## src/logic/pwio_defines.vh

```
`ifndef PWIO_DEFINES_VH
`define PWIO_DEFINES_VH
// Register selects (word index on the local register port)
`define PWIO_SEL_CSR 2'h0
`define PWIO_SEL_OUT 2'h1
`define PWIO_SEL_IN 2'h2
// Control and status word fields
`define PWIO_BIT_REQB 15
`define PWIO_BIT_REQA 7
`define PWIO_BIT_IENA 6
`define PWIO_BIT_IENB 5
`define PWIO_BIT_CMD1 1
`define PWIO_BIT_CMD0 0
`define PWIO_ZERO16 16'h0000
`define PWIO_ZERO8 8'h00
// Output word byte lanes
`define PWIO_LANES 2
`define PWIO_BYTE_W 8
// Strobe lengths in cycles of clk_sys
`define PWIO_NEWDATA_CYC 70
`define PWIO_TAKEN_CYC 230
`endif

```

## src/logic/pwio_port.v

```verilog
// Notes on behaviour
// Sixteen-bit output word, writable and readable, drives the output lines.
// Any word or byte write of output word fires one new-data strobe.
// User should capture outputs on the new-data strobe falling edge.
// Bus initialize clears the output word to zero.
// Input word is unlatched; input lines gated straight onto read data. Here they pass a two-flop synchroniser first.
// User must hold input lines stable until the processor reads them.
// Every input word read fires one data-taken strobe pulse.
// Data-taken strobe falls only after the read data was captured.
// Request B reads as status bit 15, request A as bit 7.
// Interrupt requested for A with enable bit 6, B with bit 5.
// Both enable bits are read and write by the processor.
// User sets its request flip-flop when it needs service.
// User clears its request flip-flop on a strobe trailing edge.
// User set pulse ends before the clearing strobe trailing edge.
// User may end its set pulse on a strobe leading edge.
// Set pulses under ten microseconds are usually adequate.
// Bus initialize clears enables, command bits, interrupt and acknowledge state.
// Strobe widths come from internal counters with parameter lengths.
`timescale 1ns/1ps
`include "pwio_defines.vh"
module pwio_port #(
   parameter NEWDATA_CYC = `PWIO_NEWDATA_CYC,
   parameter TAKEN_CYC = `PWIO_TAKEN_CYC
) (
   // Clock and resets
   input wire clk_sys,
   input wire rstn,
   input wire busInitializeN,
   // Register port
   input wire [1:0] regSel,
   input wire regWrite,
   input wire regRead,
   input wire [1:0] byteEn,
   input wire [15:0] writeData,
   output reg [15:0] readData,
   output reg readValid,
   // Interrupt handshake
   input wire irqAck,
   output reg irqRequest,
   output reg irqSourceB,
   // User side
   output reg [15:0] outLines,
   output reg newDataStrobe,
   input wire [15:0] inLines,
   output reg inputTakenStrobe,
   output reg userCommandBitZero,
   output reg userCommandBitOne,
   input wire requestA,
   input wire requestB,
   output reg initToUser
);
   // Pin synchronisers
   reg [15:0] inMeta;
   reg [15:0] inSync;
   // Request flags reach the status word two cycles late
   reg reqAMeta;
   reg reqASync;
   reg reqBMeta;
   reg reqBSync;
   reg initMeta;
   reg initSync;
   always @(posedge clk_sys or negedge rstn) begin
      if (!rstn) begin
         inMeta <= 16'h0000;
         inSync <= 16'h0000;
         reqAMeta <= 1'b0;
         reqASync <= 1'b0;
         reqBMeta <= 1'b0;
         reqBSync <= 1'b0;
         initMeta <= 1'b1;
         initSync <= 1'b1;
      end else begin
         inMeta <= inLines;
         inSync <= inMeta;
         reqAMeta <= requestA;
         reqASync <= reqAMeta;
         reqBMeta <= requestB;
         reqBSync <= reqBMeta;
         initMeta <= busInitializeN;
         initSync <= initMeta;
      end
   end
   // Initialize also cuts a running strobe short
   wire init = ~initSync;

   wire [15:0] outputWord;
   reg ienA;
   reg ienB;
   reg cmd0;
   reg cmd1;
   wire wrOut = regWrite && (regSel == `PWIO_SEL_OUT);
   wire wrCsr = regWrite && (regSel == `PWIO_SEL_CSR);
   wire rdIn = regRead && (regSel == `PWIO_SEL_IN);

   // One lane per byte, so a byte cycle leaves the other half untouched
   genvar lane;
   generate
      for (lane = 0; lane < `PWIO_LANES; lane = lane + 1) begin : gLane
         reg [`PWIO_BYTE_W-1:0] laneWord;
         always @(posedge clk_sys or negedge rstn) begin
            if (!rstn) begin
               laneWord <= `PWIO_ZERO8;
            end else if (init) begin
               laneWord <= `PWIO_ZERO8;
            end else if (wrOut && byteEn[lane]) begin
               laneWord <= writeData[lane*`PWIO_BYTE_W +: `PWIO_BYTE_W];
            end
         end
         assign outputWord[lane*`PWIO_BYTE_W +: `PWIO_BYTE_W] = laneWord;
      end
   endgenerate

   // Control bits sit in the low byte; a high-byte-only cycle changes nothing
   always @(posedge clk_sys or negedge rstn) begin
      if (!rstn) begin
         ienA <= 1'b0;
         ienB <= 1'b0;
         cmd0 <= 1'b0;
         cmd1 <= 1'b0;
      end else if (init) begin
         ienA <= 1'b0;
         ienB <= 1'b0;
         cmd0 <= 1'b0;
         cmd1 <= 1'b0;
      end else begin
         if (wrCsr && byteEn[0]) begin
            ienA <= writeData[`PWIO_BIT_IENA];
            ienB <= writeData[`PWIO_BIT_IENB];
            cmd0 <= writeData[`PWIO_BIT_CMD0];
            cmd1 <= writeData[`PWIO_BIT_CMD1];
         end
      end
   end

   // Read path; input word passes the pin synchronisers every cycle and is captured into readData at the read
   reg [15:0] csrWord;
   always @* begin
      csrWord = `PWIO_ZERO16;
      csrWord[`PWIO_BIT_REQB] = reqBSync;
      csrWord[`PWIO_BIT_REQA] = reqASync;
      csrWord[`PWIO_BIT_IENA] = ienA;
      csrWord[`PWIO_BIT_IENB] = ienB;
      csrWord[`PWIO_BIT_CMD1] = cmd1;
      csrWord[`PWIO_BIT_CMD0] = cmd0;
   end
   always @(posedge clk_sys or negedge rstn) begin
      if (!rstn) begin
         readData <= `PWIO_ZERO16;
         readValid <= 1'b0;
      end else begin
         readValid <= regRead;
         if (regRead) begin
            case (regSel)
               `PWIO_SEL_CSR: readData <= csrWord;
               `PWIO_SEL_OUT: readData <= outputWord;
               `PWIO_SEL_IN: readData <= inSync;
               default: readData <= `PWIO_ZERO16;
            endcase
         end
      end
   end

   // Strobes; any write strobe to the output word with at least one byte enable set fires new-data
   wire ndPulse;
   wire itPulse;
   pwio_pulse_gen #(.LEN(NEWDATA_CYC)) uNewData (
      .clk_sys(clk_sys),
      .rstn(rstn),
      .clear(init),
      .fire(wrOut && (byteEn != 2'h0)),
      .pulse(ndPulse)
   );
   // Fired at the read, so the trailing edge always follows the capture
   pwio_pulse_gen #(.LEN(TAKEN_CYC)) uTaken (
      .clk_sys(clk_sys),
      .rstn(rstn),
      .clear(init),
      .fire(rdIn),
      .pulse(itPulse)
   );

   // Interrupt request and acknowledge; A has priority
   reg ackSeen;
   always @(posedge clk_sys or negedge rstn) begin
      if (!rstn) begin
         irqRequest <= 1'b0;
         irqSourceB <= 1'b0;
         ackSeen <= 1'b0;
      end else if (init) begin
         irqRequest <= 1'b0;
         irqSourceB <= 1'b0;
         ackSeen <= 1'b0;
      end else if (irqAck) begin
         irqRequest <= 1'b0;
         ackSeen <= 1'b1;
      end else begin
         // Level request; re-raised while the flag is still asserted
         ackSeen <= 1'b0;
         irqRequest <= !ackSeen && ((reqASync && ienA) || (reqBSync && ienB));
         irqSourceB <= !(reqASync && ienA);
      end
   end

   // Output registers toward the user
   always @(posedge clk_sys or negedge rstn) begin
      if (!rstn) begin
         outLines <= `PWIO_ZERO16;
         newDataStrobe <= 1'b0;
         inputTakenStrobe <= 1'b0;
         userCommandBitZero <= 1'b0;
         userCommandBitOne <= 1'b0;
         initToUser <= 1'b0;
      end else begin
         outLines <= outputWord;
         newDataStrobe <= ndPulse;
         inputTakenStrobe <= itPulse;
         userCommandBitZero <= cmd0;
         userCommandBitOne <= cmd1;
         initToUser <= init;
      end
   end
endmodule

```

## src/logic/pwio_pulse_gen.v

```verilog
`timescale 1ns/1ps
module pwio_pulse_gen #(
   parameter LEN = 8
) (
   // Clock and reset
   input wire clk_sys,
   input wire rstn,
   // Control
   input wire clear,
   input wire fire,
   output reg pulse
);
   reg [15:0] count;
   always @(posedge clk_sys or negedge rstn) begin
      if (!rstn) begin
         count <= 16'h0000;
         pulse <= 1'b0;
      end else if (clear) begin
         count <= 16'h0000;
         pulse <= 1'b0;
      end else if (fire) begin
         // A new fire restarts the full width
         count <= LEN[15:0];
         pulse <= 1'b1;
      end else if (count != 16'h0000) begin
         count <= count - 16'h0001;
         pulse <= (count != 16'h0001);
      end
   end
endmodule

```

## config.mk

```make
export PLATFORM = sky130hd
export DESIGN_NAME = pwio_port
export DESIGN_NICKNAME = d
export VERILOG_FILES = /design/src/logic/pwio_port.v /design/src/logic/pwio_pulse_gen.v
export VERILOG_INCLUDE_DIRS = /design/src /design/src/logic
export SDC_FILE = /design/constraint.sdc
export NUM_CORES = 1
export LEC_CHECK = 0
export BUFFER_PORTS_ARGS = -buffer_cell sky130_fd_sc_hd__buf_2
export CORE_UTILIZATION = 50
export DETAILED_ROUTE_END_ITERATION = 12
export HOLD_SLACK_MARGIN = 0.03
export PLACE_DENSITY = 0.78
export SETUP_SLACK_MARGIN = 0.02
export SYNTH_ARGS = -nofsm -noshare
export SYNTH_HDL_FRONTEND = slang
export SYNTH_SLANG_ARGS = --single-unit
export TNS_END_PERCENT = 1
```

## constraint.sdc

```tcl
create_clock -name clk_sys -period 2.1 [get_ports clk_sys]
set_input_delay 0 -clock clk_sys [delete_from_list [all_inputs] [get_ports clk_sys]]
set_output_delay 0 -clock clk_sys [all_outputs]
set_load 0.01 [all_outputs]
```

==> impl_metrics.json <==
{
  "outcome": "finished clean",
  "synth_sequential_area_ratio_pct": 65.3,
  "dr_total_vias": 3833,
  "initial_core_util_pct": 52.0,
  "clockBufferDepth": 2,
  "yosys_register_bits": 133,
  "drcViolationCount": 0,
  "gr-usage-all-layers_pct": 24.5,
  "ctsResizeCount": 0,
  "critical_path_buf_inv_count": 1,
  "fill_cells": 704,
  "pwr_density_cell_nw_per_um2": 1280,
  "timing.critical_path.slowest_stage_cell": "dfrtp_1",
  "post_cts.repair.setup_buffers": 0,
  "insertion_delay_ns": 0.52,
  "setup_total_negative_slack_ns": 0,
  "final.hold.worst_slack_ns": 0.0378,
  "fin_crit_sh_pct": 90.6,
  "worst-endpoint-arrival_ns": 2.29,
  "synth_cell_type_count": 45,
  "route.detailed.vias_per_inst": 5.35,
  "timing.final.setup_violations": 0,
  "finalClockSkew_ns": 0.00585,
  "slowest_delay_ns": 0.43,
  "initialDrtViolationCount": 144,
  "clkTransAtPathRegs_ns": 0.07,
  "layout_common_cells": "dfrtp_1, buf_2, nor2_1, a21oi_1, nand2_1",
  "synth.avg_cell_area_um2": 11.7,
  "place.detailed.instances": 641,
  "timing_max_transition_violations_final": 0,
  "cts_hold_repair.buffers": 44,
  "drt-pass1-iter-count": 4,
  "max_cap_viol_count": 0,
  "crit_required_ns": 2.49,
  "grt_pass1_wl_um": 19100,
  "core_um2": 9820,
  "grt_remaining_overflow": 0,
  "worst_supply_voltage_drop_on_vdd_mv": 0.831,
  "critical_path.endpoint_type": "flop",
  "rows": 36,
  "timing.critical_path.fanout_max": 4,
  "fp.dieH_um": 103,
  "worstHoldPathType": "in -> async",
  "first_global_vias": 4017,
  "routed_wire_length_per_instance_um": 16.2,
  "syn_nets": 485,
  "worstMarginPinSlew_ns": 0.784,
  "worst_setup_path_start_kind": "flop",
  "finalNonFillerCells": 717,
  "cts_sinks": 133,
  "syn_area_um2": 5100,
  "multiInputGateArea_um2": 1670,
  "cts_root_buf": "clkbuf_8",
  "die_area_um2": 10600,
  "place_hpwl_um": 6960,
  "maxSlewHeadroom_pct": 47.3,
  "combPwrFrac_pct": 28.8,
  "cts_made_buffers": 17,
  "net-switching-power_w": 0.00299,
  "layout.cells.most_common": "dfrtp_1",
  "largest_net_degree_at_the_start_of_global_routing": 50,
  "proportion_of_layout_cells_with_a_drive_suffix_above_1_pct": 23.6,
  "timing.final.crit_period_ns": 1.90,
  "grt_setup_unrepaired": "false",
  "port-buffer-count": 83,
  "critical_path.cell_chain": "inv_1, ha_1, nor4b_4, nand3_1, nand4b_1, xor2_1, nor2_1",
  "report.final.hold_viol_count": 0,
  "total_leakage_power_nw": 3.16,
  "htree_num_levels": 4,
  "antenna_cells": 0,
  "antenna_violating_nets_post_route": 0,
  "power.switching_fraction_pct": 34.9,
  "routability_congestion_estimate": 0.799,
  "layout-area-overhead-vs-synth_pct": 31.2,
  "clkPwrFrac_pct": 33.2,
  "regArea_um2": 3330,
  "proportion_of_power_drawn_by_flip_flops_and_latches_pct": 38.0,
  "cpLargestDelayFamily": "simple AND/OR/NAND/NOR gates",
  "ys.warnings.count": 0,
  "antenna_found_initial": 0,
  "timing.fmax_ghz": 0.526,
  "net_count_reported_at_finish": 619,
  "totalWireLength_um": 11600,
  "critPathKind": "reg -> reg",
  "top_level_ports": 84,
  "die-width_um": 103,
  "p_int_w": 0.00559,
  "count_of_mapped_cells_out_of_synthesis": 437,
  "tritoncts": "done"
}
-- cells in the mapped netlist (all sizes together) --
cell    instances  area [µm²]
nand4           7        58.8
dfstp           2        52.6
o211a           1        10.0
ha              4        50.1
dfrtp         131        3280
xor2           20         175
nand3          13        75.1
nor4            7        83.8
nor2b           3        18.8
inv             7        26.3
a21oi          47         235
nor3            8        51.3
nand2b          2        12.5
nor3b           1        7.51
nor2           59         224
o31ai           3        22.5
o21bai          1        7.51
a22oi          11        82.6
xnor2           3        26.3
buf             9        43.8
or4             3        30.0
mux2i          12         120
nand4b          6        52.6
o221ai          1        8.76
o21a            2        15.0
nor4b           1        23.8
o21ai           9        45.0
clkbuf          9        33.8
clkinv          1        3.75
nand2          45         169
a31oi           1        6.26
and3            3        20.0
nand3b          1        7.51
and2            4        26.3
-- registers in the layout, indices dropped and copies added (netlist names), 16 cells and up --
signal	flops
gLane.laneWord	16
inMeta	16
inSync	16
outLines	16
readData	16
uNewData.count	16
uTaken.count	16
-- through the flow --
stage	cell area (µm²)	total power, W	setup slack, ns	utilization (%)
floorplan	5100	0.00511	0.498	-
global placement	5680	0.00554	0.387	57.8
detailed placement	5680	0.00567	0.264	57.8
CTS	6690	0.00859	0.245	68.2
global route	6690	0.00908	0.0517	68.2
finish	6690	0.00858	0.197	68.2
-- final cells by class --
| cell class | instances | share of cell area, % |
|---|---|---|
| clock buffers | 17 | 6.19 |
| clock inverters | 15 | 2.37 |
| inverters | 8 | 0.449 |
| multi-input cells | 278 | 24.9 |
| flip-flops and latches | 133 | 49.8 |
| well taps | 133 | 2.49 |
| repair buffers | 133 | 13.9 |
-- routing by layer --
layer | share of wire (%) | GRT usage, % | wire length (µm)
met4 | 2.4 | 11.7 | 273
met1 | 41 | 29.7 | 4770
met3 | 4.8 | 5.36 | 551
met2 | 52 | 41.7 | 5990
met5 | 0 | 0 | 0
-- power by group through the flow --
stage | clock (W) | sequential (W) | combinational (W)
2_1_floorplan | 0 | 0.00325 | 0.00186
3_3_place_gp | 0 | 0.00327 | 0.00227
3_5_place_dp | 0 | 0.00329 | 0.00238
4_1_cts | 0.00287 | 0.00325 | 0.00247
5_1_grt | 0.00300 | 0.00330 | 0.00278
6_report | 0.00285 | 0.00326 | 0.00247
-- cells by family after synthesis --
| logic type | Yosys count | synth area share (%) |
|---|---|---|
| AO/OA/AOI/OAI | 76 | 8.48 |
| XOR/XNOR | 23 | 3.95 |
| adder cells (fa/ha/maj) | 4 | 0.981 |
| buffers and inverters | 26 | 2.11 |
| flip-flops | 133 | 65.3 |
| multiplexers | 12 | 2.35 |
| AND/OR/NAND/NOR | 163 | 16.9 |
-- worst paths after layout --
path | startpoint | end | slack, ns | depth (start not counted)
worst max-delay path | uTaken.count[0] | uTaken.count[11] | 0.20 | 7
min in group clk_sys | busInitializeN | initMeta | 0.11 | 2
max in group asynchronous | rstn | initSync | 1.33 | 3
worst max register to register | uTaken.count[0] | uTaken.count[11] | 0.20 | 7
worst min register to register | inMeta[9] | inSync[9] | 0.35 | 0
worst min-delay path | rstn | outLines[2] | 0.04 | 2
Note: power is estimated with default switching activity, not from simulation.
